==> src/core/hall_commutator_pkg.sv <==
// constants and types for the hall sensored trapezoidal commutator
package hall_commutator_pkg;
    localparam int          POS_WIDTH        = 3;
    localparam int          PWM_PERIOD_COUNT = 1000;
    localparam int          PWM_CNT_WIDTH    = 10;
    localparam int          EDGE_CNT_WIDTH   = 32;
    localparam int          DEAD_WIDTH       = 8;
    localparam logic [7:0]  DEAD_DEFAULT     = 8'h0A;
    // position codes in (w,v,u) order
    localparam logic [2:0]  CODE_P1          = 3'h4;
    localparam logic [2:0]  CODE_P2          = 3'h6;
    localparam logic [2:0]  CODE_P3          = 3'h2;
    localparam logic [2:0]  CODE_P4          = 3'h3;
    localparam logic [2:0]  CODE_P5          = 3'h1;
    localparam logic [2:0]  CODE_P6          = 3'h5;
    // phase index within a 3-bit per-phase vector
    localparam int          PH_U             = 0;
    localparam int          PH_V             = 1;
    localparam int          PH_W             = 2;

    typedef enum logic [1:0] {
        MODE_LOW_SIDE   = 2'h0,
        MODE_HIGH_SIDE  = 2'h1,
        MODE_COMPLEMENT = 2'h2
    } pwm_mode_type;
endpackage : hall_commutator_pkg

==> src/core/phase_dead_time.sv <==
// one inverter leg: turns requested switch states into gate drives with dead time
`timescale 1ns/1ps
module phase_dead_time
#(
    parameter int DEAD_WIDTH = 8
)
(
    input  wire logic                  i_core_clk,
    input  wire logic                  i_reset,
    input  wire logic                  i_high_req,
    input  wire logic                  i_low_req,
    input  wire logic [DEAD_WIDTH-1:0] i_dead_cycles,
    output logic                       o_high_drive,
    output logic                       o_low_drive
);
    logic                  high_r;
    logic                  high_nxt;
    logic                  low_r;
    logic                  low_nxt;
    logic [DEAD_WIDTH-1:0] dead_cnt_r;
    logic [DEAD_WIDTH-1:0] dead_cnt_nxt;

    always_comb
    begin
        high_nxt     = high_r;
        low_nxt      = low_r;
        dead_cnt_nxt = dead_cnt_r;
        if (dead_cnt_r != '0)
        begin
            dead_cnt_nxt = dead_cnt_r - 1'b1;
        end
        // a request that drops is obeyed at once; turning on waits out the gap
        if (!i_high_req)
        begin
            high_nxt = 1'b0;
        end
        if (!i_low_req)
        begin
            low_nxt = 1'b0;
        end
        if ((high_r && !i_high_req) || (low_r && !i_low_req))
        begin
            dead_cnt_nxt = i_dead_cycles;
        end
        else if (dead_cnt_r == '0)
        begin
            // both requested is illegal; neither switch is then turned on
            if (i_high_req && !i_low_req && !low_r)
            begin
                high_nxt = 1'b1;
            end
            if (i_low_req && !i_high_req && !high_r)
            begin
                low_nxt = 1'b1;
            end
        end
    end

    always_ff @(posedge i_core_clk)
    begin
        if (i_reset)
        begin
            high_r     <= 1'b0;
            low_r      <= 1'b0;
            dead_cnt_r <= '0;
        end
        else
        begin
            high_r     <= high_nxt;
            low_r      <= low_nxt;
            dead_cnt_r <= dead_cnt_nxt;
        end
    end

    assign o_high_drive = high_r;
    assign o_low_drive  = low_r;
endmodule : phase_dead_time

==> src/core/hall_commutator.sv <==
// sensored trapezoidal commutation: hall decode, edge timing, pwm and gate drive
`timescale 1ns/1ps
module hall_commutator
    import hall_commutator_pkg::*;
#(
    parameter int PWM_PERIOD = hall_commutator_pkg::PWM_PERIOD_COUNT,
    parameter int EDGE_WIDTH = hall_commutator_pkg::EDGE_CNT_WIDTH
)
(
    input  wire logic                                    i_core_clk,
    input  wire logic                                    i_reset,
    input  wire logic                                    i_hall_u,
    input  wire logic                                    i_hall_v,
    input  wire logic                                    i_hall_w,
    input  wire logic                                    i_enable,
    input  wire logic                                    i_reverse,
    input  wire hall_commutator_pkg::pwm_mode_type       i_pwm_mode,
    input  wire logic [hall_commutator_pkg::PWM_CNT_WIDTH-1:0] i_duty,
    input  wire logic [hall_commutator_pkg::DEAD_WIDTH-1:0]    i_dead_cycles,
    output logic                                         o_high_side_switch_phase_u,
    output logic                                         o_high_side_switch_phase_v,
    output logic                                         o_high_side_switch_phase_w,
    output logic                                         o_low_side_switch_phase_u,
    output logic                                         o_low_side_switch_phase_v,
    output logic                                         o_low_side_switch_phase_w,
    output logic [2:0]                                   o_position,
    output logic [2:0]                                   o_edge_source,
    output logic                                         o_edge_pulse,
    output logic [EDGE_WIDTH-1:0]                        o_edge_interval,
    output logic                                         o_sensor_fault
);
    import hall_commutator_pkg::*;

    // active high leg / active low leg per commutation state, per phase
    function automatic logic [5:0] decode_legs(input logic [2:0] code);
        logic [5:0] legs;
        legs = 6'h00;
        unique case (code)
            CODE_P1: legs = {3'b100, 3'b010};
            CODE_P2: legs = {3'b100, 3'b001};
            CODE_P3: legs = {3'b010, 3'b001};
            CODE_P4: legs = {3'b010, 3'b100};
            CODE_P5: legs = {3'b001, 3'b100};
            CODE_P6: legs = {3'b001, 3'b010};
            default: legs = 6'h00;
        endcase
        return legs;
    endfunction : decode_legs

    logic [2:0]              hall_meta_r;
    logic [2:0]              hall_sync_r;
    logic [2:0]              hall_prev_r;
    logic [2:0]              hall_prev_nxt;
    logic [2:0]              edge_src_r;
    logic [2:0]              edge_src_nxt;
    logic                    edge_pulse_r;
    logic                    edge_pulse_nxt;
    logic [EDGE_WIDTH-1:0]   interval_cnt_r;
    logic [EDGE_WIDTH-1:0]   interval_cnt_nxt;
    logic [EDGE_WIDTH-1:0]   interval_r;
    logic [EDGE_WIDTH-1:0]   interval_nxt;
    logic [5:0]              legs_r;
    logic [5:0]              legs_nxt;
    logic                    fault_r;
    logic                    fault_nxt;
    logic [PWM_CNT_WIDTH-1:0] pwm_cnt_r;
    logic [PWM_CNT_WIDTH-1:0] pwm_cnt_nxt;
    logic                    pwm_on;
    logic [2:0]              high_req;
    logic [2:0]              low_req;
    logic [2:0]              high_drive;
    logic [2:0]              low_drive;
    logic [2:0]              hall_changed;
    logic [2:0]              drive_code;

    assign hall_changed = hall_sync_r ^ hall_prev_r;

    // reverse rotation swaps which hall state drives which step: inverting the
    // code selects the state three steps away, i.e. the opposite current path
    assign drive_code = i_reverse ? ~hall_sync_r : hall_sync_r;

    always_comb
    begin
        hall_prev_nxt    = hall_sync_r;
        edge_src_nxt     = edge_src_r;
        edge_pulse_nxt   = 1'b0;
        interval_nxt     = interval_r;
        legs_nxt         = legs_r;
        fault_nxt        = fault_r;
        interval_cnt_nxt = interval_cnt_r;
        if (interval_cnt_r != '1)
        begin
            interval_cnt_nxt = interval_cnt_r + 1'b1;
        end
        if (hall_changed != 3'h0)
        begin
            // more than one bit at once breaks the gray sequence; still follows code
            edge_src_nxt     = hall_changed;
            edge_pulse_nxt   = 1'b1;
            interval_nxt     = interval_cnt_r;
            // restart at one: the next edge then reports the full elapsed count
            interval_cnt_nxt = EDGE_WIDTH'(1);
        end
        // state always follows the latest code, in whatever order the steps come
        legs_nxt  = decode_legs(drive_code);
        fault_nxt = (hall_sync_r == 3'h0) || (hall_sync_r == 3'h7);
    end

    always_comb
    begin
        pwm_cnt_nxt = (pwm_cnt_r == PWM_CNT_WIDTH'(PWM_PERIOD - 1)) ? '0 : pwm_cnt_r + 1'b1;
    end

    assign pwm_on = (pwm_cnt_r < i_duty);

    always_comb
    begin
        high_req = 3'h0;
        low_req  = 3'h0;
        if (i_enable && !fault_r)
        begin
            unique case (i_pwm_mode)
                MODE_LOW_SIDE:
                begin
                    high_req = legs_r[5:3];
                    low_req  = pwm_on ? legs_r[2:0] : 3'h0;
                end
                MODE_HIGH_SIDE:
                begin
                    high_req = pwm_on ? legs_r[5:3] : 3'h0;
                    low_req  = legs_r[2:0];
                end
                MODE_COMPLEMENT:
                begin
                    // off time: the modulated phase's low switch carries current
                    high_req = pwm_on ? legs_r[5:3] : 3'h0;
                    low_req  = legs_r[2:0] | (pwm_on ? 3'h0 : legs_r[5:3]);
                end
                default:
                begin
                    high_req = 3'h0;
                    low_req  = 3'h0;
                end
            endcase
        end
    end

    generate
        for (genvar ph = 0; ph < 3; ph++)
        begin : g_leg
            phase_dead_time #(
                .DEAD_WIDTH (DEAD_WIDTH)
            ) u_leg (
                .i_core_clk    (i_core_clk),
                .i_reset       (i_reset),
                .i_high_req    (high_req[ph]),
                .i_low_req     (low_req[ph]),
                .i_dead_cycles (i_dead_cycles),
                .o_high_drive  (high_drive[ph]),
                .o_low_drive   (low_drive[ph])
            );
        end
    endgenerate

    always_ff @(posedge i_core_clk)
    begin
        if (i_reset)
        begin
            hall_meta_r    <= 3'h0;
            hall_sync_r    <= 3'h0;
            hall_prev_r    <= 3'h0;
            edge_src_r     <= 3'h0;
            edge_pulse_r   <= 1'b0;
            interval_cnt_r <= '0;
            interval_r     <= '0;
            legs_r         <= 6'h00;
            fault_r        <= 1'b1;
            pwm_cnt_r      <= '0;
        end
        else
        begin
            hall_meta_r    <= {i_hall_w, i_hall_v, i_hall_u};
            hall_sync_r    <= hall_meta_r;
            hall_prev_r    <= hall_prev_nxt;
            edge_src_r     <= edge_src_nxt;
            edge_pulse_r   <= edge_pulse_nxt;
            interval_cnt_r <= interval_cnt_nxt;
            interval_r     <= interval_nxt;
            legs_r         <= legs_nxt;
            fault_r        <= fault_nxt;
            pwm_cnt_r      <= pwm_cnt_nxt;
        end
    end

    assign o_high_side_switch_phase_u = high_drive[PH_U];
    assign o_high_side_switch_phase_v = high_drive[PH_V];
    assign o_high_side_switch_phase_w = high_drive[PH_W];
    assign o_low_side_switch_phase_u  = low_drive[PH_U];
    assign o_low_side_switch_phase_v  = low_drive[PH_V];
    assign o_low_side_switch_phase_w  = low_drive[PH_W];
    assign o_position                 = hall_prev_r;
    assign o_edge_source              = edge_src_r;
    assign o_edge_pulse               = edge_pulse_r;
    assign o_edge_interval            = interval_r;
    assign o_sensor_fault             = fault_r;
endmodule : hall_commutator

==> config.mk <==
export PLATFORM = sky130hd
export DESIGN_NAME = hall_commutator
export DESIGN_NICKNAME = d
export VERILOG_FILES = /design/src/core/hall_commutator_pkg.sv /design/src/core/phase_dead_time.sv /design/src/core/hall_commutator.sv
export SDC_FILE = /design/constraint.sdc
export NUM_CORES = 1
export LEC_CHECK = 0
export ABC_AREA = 1
export BUFFER_PORTS_ARGS = -buffer_cell sky130_fd_sc_hd__buf_2
export CAP_MARGIN = 20
export CORE_MARGIN = 1.5
export CORE_UTILIZATION = 60
export DETAILED_ROUTE_END_ITERATION = 8
export MAX_ROUTING_LAYER = met4
export PLACE_DENSITY_LB_ADDON = 0.2
export SETUP_SLACK_MARGIN = 0.02
export SKIP_CTS_REPAIR_TIMING = 1
export SLEW_MARGIN = 20
export SYNTH_ARGS = -nofsm -noshare
export SYNTH_HDL_FRONTEND = slang
export SYNTH_SLANG_ARGS = --single-unit
==> constraint.sdc <==
create_clock -name i_core_clk -period 6.3 [get_ports i_core_clk]
set_clock_uncertainty 0.15 [all_clocks]
set_input_delay 0.63 -clock i_core_clk [delete_from_list [all_inputs] [get_ports i_core_clk]]
set_output_delay 0.63 -clock i_core_clk [all_outputs]
set_load 0.03 [all_outputs]
==> summary.md, run 1 <==
| Metric | Value |
|---|---|
| DR pass1 iterations | `5` |
| Port Buffer Count | `72` |
| Skew-Pair Late Insertion Delay | `0.52 ns` |
| Yosys cell types | `39` |
| Post-DP HPWL | `around 9800 um` |
| Most frequent CP cell | `inv_1` |
| CTS Buf Count | `17` |
| PwrDens | `approximately 370 nW/um^2` |
| Die H | `103 um` |
| Final setup violation count | `0` |
| FP Rows | `36` |
| Final Cycle Share | `roughly 44%` |
| Critical path class | `in -> reg` |
| Slack of the critical path | `about 3.5 ns` |
| Number of diodes | `0` |
| Outcome | `complete, no violations` |
| Shortest period the worst path allows | `2.78 ns` |
| Gr ovfl total | `0` |
| Post-DR wirelength/cell | `13.4 um` |
| Initial antenna violation count | `0` |
| Sequential area share after synthesis | `41.1%` |
| Horiz. Die Dim | `103 um` |
| Worst Tran Pin Value | `0.688 ns` |
| Worst min path class | `in -> reg` |
| Synth Instances | `840` |
| Pleak | `3.41 nW` |
| Flops & latches, synth | `124` |
| First-pass GRT wire length | `23000 um` |
| Yosys warning total | `0` |
| Worst EP arrival | `3.04 ns` |
| Initial core utilization | `61.8%` |
| Clock buffer depth | `2` |
| Largest net degree at the start of global routing | `57` |
| Delay of the slowest cell on the worst path | `0.64 ns` |
| TritonCTS Sinks | `124` |
| Critical Path End Type | `flop` |
| Startpoint Class | `input pin` |
| # IOs | `73` |
| Pre-CTS WS | `3.04 ns` |
| Number of synthesized flops with an enable pin | `0` |
| Max rail drop VDD | `roughly 0.00017 V` |
| Max frequency | `roughly 360 MHz` |
| Total of max-cap violations | `0` |
| Post-synth top flop | `dfxtp_1` |
| Final hold vios | `0` |
| Max Fanout on Critical Path | `31` |
| Post-synth ARST share | `0%` |
| TritonCTS clock tree | `built` |
| Synth Area per Inst | `7.19 sq um` |
| RSZ-0062 raised after global routing | `false` |
| Most frequent cells in the layout | `184 x nand2_1, 128 x inv_1, 124 x dfxtp_1` |
| Commonest non-fill, non-tap cell in the layout | `nand2_1` |
| Die area | `10700 sq um` |
| Antenna Nets Post-Route | `0` |
| Placed Instances | `a little over 1000` |
| Slowest CP cell | `nand2_1` |
| WL final | `14200 um` |
| WP data required | `6.56 ns` |
| DR vias | `5489` |
| DRC viols | `0` |
| Layout Nets | `958` |
| Tot GR Track Use | `slightly below 30%` |
| Slew headroom | `53.8%` |
| Fin cells | `1059` |
| Setup TNS | `0 ns` |
| Pins over their slew limit | `0` |
| Mapped cell area | `6040 sq um` |
| DRT iter0 DRCs | `194` |
| Synth-to-Final Area Change | `18.4%` |
| Core region area | `9770 sq um` |
| H-tree levels | `4` |
| CTS Root Cell | `clkbuf_8` |
| Syn_nets | `~890` |
| Vias per inst | `5.18` |
| Vias in the first global route | `5258` |
| Layout cell share with drive strength beyond 1 | `between 10% and 20%` |
| Utilization after layout | `73.2%` |
| Reg clk slew, reported paths | `0.06 ns` |
| GP Congestion | `between 0.9 and 1` |
| Crit path cell chain | `buf_2 -> inv_1 -> nand2_1 -> inv_1 -> a22o_1` |
==> final cells by class <==
| class | instances | area (sq um) |
|---|---|---|
| clock inverter | 11 | 238 |
| clock buffer | 21 | 449 |
| tap | 133 | 166 |
| multi-input combinational | 560 | 2930 |
| timing repair buffer | 73 | 368 |
| inverter | 137 | 514 |
| fill | 768 | 2620 |
| sequential | 124 | 2480 |
==> final timing paths <==
check / from / end / slack (ns) / cells past startpoint
hold / removal: i_hall_v / hall_meta_r[1] / 0.19 / 3
hold reg to reg: hall_meta_r[0] / hall_prev_nxt[0] / 0.25 / 2
setup reg to reg: pwm_cnt_r[9] / g_leg[0].u_leg.dead_cnt_r[7] / 3.90 / 12
setup / recovery: i_reset / o_edge_interval[24] / 3.52 / 5
==> through the flow <==
stage	area, sq um	hold slack [ns]	power [W]
6_report	7150	0.191	0.00266
5_1_grt	7150	0.182	0.00281
4_1_cts	7150	0.174	0.00267
3_5_place_dp	6460	0.242	0.00153
3_3_place_gp	6460	0.241	0.00151
2_1_floorplan	6040	0.238	0.00141
==> cells in the mapped netlist, types with 3 or more instances <==
master / number / area [sq um]
a21oi_1: 34 / 170
inv_2: 8 / 30.0
o21ai_0: 63 / 315
o21bai_1: 3 / 22.5
clkbuf_1: 9 / 33.8
buf_6: 5 / 56.3
nand2_2: 5 / 31.3
nor2_1: 106 / 398
inv_1: 128 / 480
a31oi_1: 3 / 18.8
nand4_1: 13 / 81.3
ha_1: 18 / 225
nand3_1: 20 / 100
nand2_1: 184 / 691
nor3_1: 21 / 105
or2_2: 13 / 81.3
xor2_1: 31 / 272
dfxtp_1: 124 / 2480
nor2_2: 5 / 31.3
or3_1: 3 / 18.8
buf_2: 5 / 25.0
xnor2_1: 6 / 52.6
a22o_1: 7 / 61.3
nor4_1: 7 / 43.8
==> sequential cells by signal (all words and copies together) (netlist names) <==
register,cells
interval_cnt_r,32
o_sensor_fault,1
g_leg.u_leg.o_high_drive,3
o_edge_source,3
legs_r,6
pwm_cnt_r,10
o_edge_interval,32
hall_meta_r,3
g_leg.u_leg.o_low_drive,3
hall_prev_nxt,3
o_position,3
o_edge_pulse,1
g_leg.u_leg.dead_cnt_r,24
==> critical path, delay by kind of cell <==
| family | cells | cell delay, ns |
|---|---|---|
| AND/OR/NAND/NOR | 1 | 0.64 |
| buffers and inverters | 3 | 1.46 |
| AO/OA/AOI/OAI | 1 | 0.30 |
==> metal layers <==
| layer | global-route usage, % | part of all wire [%] |
|---|---|---|
| met5 | - | 0 |
| met4 | 12.3 | 2.2 |
| met3 | 6.72 | 4.3 |
| met2 | 51.4 | 53 |
| met1 | 30.9 | 41 |
==> power breakdown <==
part / switching (W) / internal (W) / leakage (nW) / total [W]
Clock: 0.000342 / 0.000783 / 0.324 / 0.00113
Sequential: 0.0000607 / 0.000867 / 1.01 / 0.000927
Combinational: 0.000350 / 0.000258 / 2.07 / 0.000607
Total: 0.000753 / 0.00191 / 3.41 / 0.00266
==> kinds of logic (layout without fill, tap and decap cells) <==
logic type / after synthesis / in the layout / share of synthesized area, %
compound gates: 116 / 116 / 10.7
xor+xnor: 37 / 37 / 5.37
fa+ha+maj: 18 / 18 / 3.73
buf+inv: 156 / 242 / 10.4
flops: 124 / 124 / 41.1
simple gates: 389 / 389 / 28.7
Note: power is estimated with default switching activity, not from simulation.
==> inputs of run 2 (changes only) <==
- CORE_UTILIZATION: 60 -> 53
- clock period: 6.3 -> 2.3 ns (I/O delays scaled with it)
==> summary.md, run 2 (synthesized netlist as in run 1, its figures left out) <==
| Metric | Value |
|---|---|
| Worst EP arrival | `2.31 ns (was 3.04 ns)` |
| Critical Path End Type | `flop (unchanged)` |
| Internal power | `0.00521 W (was 0.00191 W)` |
| Reg-to-Reg End | `g_leg[1].u_leg.o_low_drive (was g_leg[0].u_leg.dead_cnt_r[7])` |
| R2R Path Start | `pwm_cnt_r[5] (was pwm_cnt_r[9])` |
| Layout Nets | `985 (was 958)` |
| Hold Startpoint | `i_reset (was i_hall_v)` |
| Final Cycle Share | `91.6%` |
| CTS Root Cell | `clkbuf_16 (was clkbuf_8)` |
| Sequential share of power | `34.6% (was 34.9%)` |
| Layer with the highest usage | `met2 (unchanged)` |
| Worst Tran Pin Value | `0.536 ns (was 0.688 ns)` |
| Initial antenna violation count | `0 (unchanged)` |
| Total of max-cap violations | `0 (unchanged)` |
| Worst min path class | `in -> reg (unchanged)` |
| Critical path class | `reg -> reg (was in -> reg)` |
| Post-DR wirelength/cell | `13.1 um (was 13.4 um)` |
| Switching pwr | `0.00211 W (was 0.000753 W)` |
| Met3 Use GR | `7.59% (was 6.72%)` |
| Met1 Track Usage GR | `28.4% (was 30.9%)` |
| Max frequency | `475 MHz` |
| Slew headroom | `64.2% (was 53.8%)` |
| Clock buffer depth | `2 (unchanged)` |
| Net Sw Frac | `28.8% (was 28.3%)` |
| Layout cell share with drive strength beyond 1 | `19.1% (was 16.0%)` |
| Shortest period the worst path allows | `2.11 ns` |
| DRC viols | `0 (unchanged)` |
| Vias in the first global route | `5127 (was 5258)` |
| Pleak | `3.55 nW (was 3.41 nW)` |
| Die H | `110 um (was 103 um)` |
| Worst Hold Endpoint | `o_position[2] (was hall_meta_r[1])` |
| Startpoint Class | `flop (was input pin)` |
| WP data required | `2.50 ns (was 6.56 ns)` |
| Combinational cell fraction of total power | `23.6% (was 22.8%)` |
| Largest net degree at the start of global routing | `40 (was 57)` |
| Antenna Nets Post-Route | `0 (unchanged)` |
| Hold Worst Slack | `0.00192 ns (was 0.191 ns)` |
| Final hold vios | `0 (unchanged)` |
| Setup TNS | `0 ns (unchanged)` |
| Port Buffer Count | `72 (unchanged)` |
| Horiz. Die Dim | `110 um (was 103 um)` |
| Skew-Pair Late Insertion Delay | `0.41 ns (was 0.52 ns)` |
| Post-DP HPWL | `9720 um (was 9850 um)` |
| CTS Buf Count | `17 (unchanged)` |
| Initial core utilization | `55.0% (was 61.8%)` |
| Commonest non-fill, non-tap cell in the layout | `nand2_1 (unchanged)` |
| Outcome | `complete, no violations (unchanged)` |
| FP Rows | `38 (was 36)` |
| TritonCTS Sinks | `124 (unchanged)` |
| Final setup violation count | `0 (unchanged)` |
| # IOs | `73 (unchanged)` |
| Core region area | `11000 sq um (was 9770 sq um)` |
| Met2 Track Usage GR | `43.9% (was 51.4%)` |
| GP Congestion | `0.854 (was 0.915)` |
| Synth-to-Final Area Change | `23.2% (was 18.4%)` |
| Pins over their slew limit | `0 (unchanged)` |
| Gr ovfl total | `0 (unchanged)` |
| Most frequent cells in the layout | `177 x nand2_1, 128 x inv_1, 123 x dfxtp_1 (was 184 x nand2_1, 128 x inv_1, 124 x dfxtp_1)` |
| WL final | `14300 um (was 14200 um)` |
| R2r setup slk | `0.19 ns (was 3.90 ns)` |
| First-pass GRT wire length | `23000 um (about the same)` |
| Tot GR Track Use | `25.5% (was 28.9%)` |
| Die area | `12000 sq um (was 10700 sq um)` |
| Fill cell count | `902 (was 768)` |
| PwrDens | `985 nW/um^2 (was 372 nW/um^2)` |
| Cells on worst reg2reg path | `15 (was 12)` |
| Hold Crit Depth | `2 (was 3)` |
| Reg clk slew, reported paths | `0.06 ns (about the same)` |
| Vias per inst | `5.00 (was 5.18)` |
| DR vias | `5460 (was 5489)` |
| DR pass1 iterations | `5 (unchanged)` |
| DRT iter0 DRCs | `357 (was 194)` |
| Max rail drop VDD | `0.000776 V (was 0.000173 V)` |
| TritonCTS clock tree | `built (unchanged)` |
| Max Fanout on Critical Path | `4 (was 31)` |
| Clock power frac | `41.8% (was 42.3%)` |
| Number of diodes | `0 (unchanged)` |
| H-tree levels | `4 (unchanged)` |
-- run 2: stage by stage --
| stage | setup WS (ns) | cells | utilization (%) | power (W) | area, sq um |
|---|---|---|---|---|---|
| 3_3_place_gp | 0.0948 | 1052 | 60.3 | 0.00421 | 6620 |
| 5_1_grt | -0.00682 | 1093 | 67.7 | 0.00776 | 7440 |
| 4_1_cts | 0.0816 | 1084 | 66.5 | 0.00733 | 7300 |
| 6_report | 0.193 | 1093 | 67.7 | 0.00733 | 7440 |
| 2_1_floorplan | 0.276 | 840 | - | 0.00387 | 6040 |
| 3_5_place_dp | 0.0402 | 1052 | 60.3 | 0.00424 | 6620 |
-- run 2: critical path, cell delays in order (launching register included) --
cell and delay (ns):
dfxtp_2 0.33, ha_1 0.28, nand2_1 0.08, inv_1 0.04, nand2_1 0.05, nand2_1 0.05, nand2_1 0.09, nand4_1 0.15
nand3_1 0.14, nand3_2 0.11, buf_4 0.17, nor2_1 0.11, nand2_1 0.07, o21bai_1 0.12, nand2_1 0.06, inv_1 0.05
-- run 2: worst max path at each step --
stage                       startpoint                      endpoint  slack, ns  cells past startpoint
after detailed placement     i_duty[9]  g_leg[1].u_leg.dead_cnt_r[7]       0.04                     14
after global routing      pwm_cnt_r[5]    g_leg[1].u_leg.o_low_drive     -0.007                     15
after CTS                 pwm_cnt_r[9]  g_leg[2].u_leg.dead_cnt_r[2]       0.08                     10
final                     pwm_cnt_r[5]    g_leg[1].u_leg.o_low_drive       0.19                     15
after global placement       i_duty[9]  g_leg[2].u_leg.dead_cnt_r[4]       0.09                     12
after floorplan           pwm_cnt_r[9]  g_leg[1].u_leg.dead_cnt_r[2]       0.28                     11
-- run 2: per-layer routing --
layer / up-vias / routed length (um) / part of all wire [%]
li1: 2850 / - / -
met1: 2456 / 6310 / 44
met3: 27 / 607 / 4.2
met5: - / 0 / 0
met2: 127 / 7160 / 50
met4: 0 / 246 / 1.7
-- run 2: power groups by stage --
| stage | combinational, W | clock [W] | sequential (W) |
|---|---|---|---|
| floorplan | 0.00131 | 0 | 0.00256 |
| detailed placement | 0.00167 | 0 | 0.00257 |
| CTS | 0.00170 | 0.00310 | 0.00253 |
| global route | 0.00198 | 0.00321 | 0.00256 |
| finish | 0.00173 | 0.00306 | 0.00254 |
| global placement | 0.00164 | 0 | 0.00257 |
-- run 2: layout make-up --
type	count	area [sq um]	area share (%)
multi-input combinational	563	3010	40.5
sequential	124	2480	33.4
timing repair buffer	97	576	7.73
inverter	137	514	6.91
clock buffer	19	443	5.95
clock inverter	13	235	3.16
tap	140	175	2.35
==> inputs of run 3 (changes only) <==
==> constraint.sdc (replaced) <==
create_clock -name i_core_clk -period 2.3 [get_ports i_core_clk]
set_clock_uncertainty 0.15 [all_clocks]
set_input_delay 0.115 -clock i_core_clk [delete_from_list [all_inputs] [get_ports i_core_clk]]
set_output_delay 0.115 -clock i_core_clk [all_outputs]
set_load 0.03 [all_outputs]
==> summary.md, run 3 (synthesized netlist as in run 1, its figures left out) <==
| Metric | Value |
|---|---|
| Outcome | `complete, no violations (unchanged)` |
| Cells on worst reg2reg path | `12 (was 15)` |
| Post-DP HPWL | `9670 um (was 9720 um)` |
| Skew-Pair Late Insertion Delay | `0.42 ns (was 0.41 ns)` |
| Pre-CTS WS | `0.110 ns (was 0.0402 ns)` |
| Port Buffer Count | `72 (unchanged)` |
| Max Fanout on Critical Path | `3 (was 4)` |
| Vias per inst | `5.05 (was 5.00)` |
| Post-DR wirelength/cell | `12.8 um (was 13.1 um)` |
| CTS Root Cell | `clkbuf_16 (unchanged)` |
| WL final | `14000 um (was 14300 um)` |
| Largest net degree at the start of global routing | `40 (unchanged)` |
| Most frequent cells in the layout | `174 x nand2_1, 128 x inv_1, 120 x dfxtp_1 (was 177 x nand2_1, 128 x inv_1, 123 x dfxtp_1)` |
| Shortest period the worst path allows | `2.19 ns (was 2.11 ns)` |
| Pleak | `3.54 nW (was 3.55 nW)` |
| Placed Instances | `1049 (was 1052)` |
| Fill cell count | `915 (was 902)` |
| WP data required | `2.51 ns (was 2.50 ns)` |
| Fin cells | `1097 (was 1093)` |
| Hold Crit Depth | `11 (was 2)` |
| Die H | `110 um (unchanged)` |
| Final Cycle Share | `95.4% (was 91.6%)` |
| Final setup violation count | `0 (unchanged)` |
| Commonest non-fill, non-tap cell in the layout | `nand2_1 (unchanged)` |
| Slew headroom | `66.5% (was 64.2%)` |
| Layout Nets | `989 (was 985)` |
| Initial antenna violation count | `0 (unchanged)` |
| DR vias | `5540 (was 5460)` |
| Max frequency | `456 MHz (was 475 MHz)` |
| Total of max-cap violations | `0 (unchanged)` |
| FP Rows | `38 (unchanged)` |
| Reg-to-Reg End | `g_leg[1].u_leg.o_low_drive (unchanged)` |
| Synth-to-Final Area Change | `24.5% (was 23.2%)` |
| Critical Path End Type | `flop (unchanged)` |
| Number of diodes | `0 (unchanged)` |
| Clock buffer depth | `2 (unchanged)` |
| Worst EP arrival | `2.40 ns (was 2.31 ns)` |
| Die area | `12000 sq um (unchanged)` |
| Antenna Nets Post-Route | `0 (unchanged)` |
| TritonCTS Sinks | `124 (unchanged)` |
| R2R Path Start | `pwm_cnt_r[9] (was pwm_cnt_r[5])` |
| Worst Hold Endpoint | `g_leg[0].u_leg.o_high_drive (was o_position[2])` |
| PwrDens | `937 nW/um^2 (was 985 nW/um^2)` |
| Slack of the critical path | `0.106 ns (was 0.193 ns)` |
| DRC viols | `0 (unchanged)` |
| Hold Startpoint | `i_enable (was i_reset)` |
| Worst Tran Pin Value | `0.502 ns (was 0.536 ns)` |
| Startpoint Class | `flop (unchanged)` |
| DR pass1 iterations | `5 (unchanged)` |
| GP Congestion | `0.854 (about the same)` |
| Gr ovfl total | `0 (unchanged)` |
| Most frequent CP cell | `nand2_1 (unchanged)` |
| Reg clk slew, reported paths | `0.06 ns (about the same)` |
| Initial core utilization | `55.0% (unchanged)` |
| Crit path cell chain | `ha_4 -> a21o_1 -> nor2_4 -> nand4_1 -> nand3_1 -> nand3_2 -> buf_6 -> nor2_2 -> nand2_1 -> o21bai_1 -> nand2_1 -> inv_1 (was ha_1 -> nand2_1 -> inv_1 -> nand2_1 -> nand2_1 -> nand2_1 -> nand4_1 -> nand3_1 -> nand3_2 -> buf_4 -> nor2_1 -> nand2_1 -> o21bai_1 -> nand2_1 -> inv_1)` |
| Pins over their slew limit | `0 (unchanged)` |
| Horiz. Die Dim | `110 um (unchanged)` |
| TritonCTS clock tree | `built (unchanged)` |
| Max rail drop VDD | `0.000807 V (was 0.000776 V)` |
| Setup TNS | `0 ns (unchanged)` |
| Layout cell share with drive strength beyond 1 | `20.3% (was 19.1%)` |
| Final hold vios | `0 (unchanged)` |
| Worst min path class | `in -> reg (unchanged)` |
| Vias in the first global route | `4981 (was 5127)` |
| CTS Buf Count | `17 (unchanged)` |
| Utilization after layout | `68.4% (was 67.7%)` |
| Critical path class | `reg -> reg (unchanged)` |
| Delay of the slowest cell on the worst path | `0.40 ns (was 0.33 ns)` |
| Slowest CP cell | `dfxtp_1 (was dfxtp_2)` |
| R2r setup slk | `0.11 ns (was 0.19 ns)` |
| DRT iter0 DRCs | `345 (was 357)` |
| Crit path launch | `pwm_cnt_r[9] (was pwm_cnt_r[5])` |
| H-tree levels | `4 (unchanged)` |
| Tot GR Track Use | `24.5% (was 25.5%)` |
| Core region area | `11000 sq um (unchanged)` |
| First-pass GRT wire length | `22300 um (was 23000 um)` |
| # IOs | `73 (unchanged)` |
==> run 3: cell types whose count changed in the layout (fill, tap and decap cells not counted), sizes merged, moves of 2 or more <==
cell	previous run	this run
clkinv	3	5
dlygate4sd3	6	13
inv	139	142
bufinv	6	3
buf	91	88
==> run 3: layout make-up <==
cell class	instances	area, sq um	area share (%)
Inverter	137	514	6.84
Timing Repair Buffer	101	627	8.34
Sequential cell	124	2490	33.1
Tap cell	140	175	2.33
Multi-Input combinational cell	563	3100	41.3
Clock buffer	18	429	5.71
Clock inverter	14	181	2.41
==> run 3: report_power, final <==
part / leakage, nW / total (W) / internal [W] / switching [W]
sequential: 1.01 / 0.00253 / 0.00237 / 0.000159
combinational: 2.23 / 0.00176 / 0.000791 / 0.000970
clock: 0.297 / 0.00275 / 0.00173 / 0.00103
==> run 3: routing by layer <==
metal	vias up	part of all wire, %	global-route usage, %
li1	2856	-	-
met1	2515	43	28.4
met2	137	50	41.6
met3	32	4.4	5.28
met4	0	2.2	9.18
met5	-	0	-
==> run 3: critical path, delay by kind of cell (launching register included) <==
| family | cells | cell delay, ns |
|---|---|---|
| simple gates | 7 | 0.76 |
| flops | 1 | 0.40 |
| compound gates | 2 | 0.39 |
| fa+ha+maj | 1 | 0.23 |
| buf+inv | 2 | 0.22 |
==> run 3: worst max path at each step <==
stage	end	slack (ns)	cells after the start
floorplan	g_leg[1].u_leg.dead_cnt_r[2]	0.28	11
global route	g_leg[1].u_leg.o_low_drive	-0.01	14
detailed placement	g_leg[1].u_leg.dead_cnt_r[7]	0.11	12
finish	g_leg[1].u_leg.o_low_drive	0.11	12
CTS	g_leg[1].u_leg.o_low_drive	0.04	14
global placement	g_leg[1].u_leg.dead_cnt_r[7]	0.16	12
==> run 3: per-stage QoR <==
step | hold slack, ns | cell area (sq um) | total power, W
after global routing | 0.310 | 7520 | 0.00748
after CTS | -0.249 | 7210 | 0.00700
after floorplan | 0.0720 | 6040 | 0.00387
after global placement | 0.174 | 6600 | 0.00421
final | 0.271 | 7520 | 0.00705
after detailed placement | 0.177 | 6600 | 0.00423
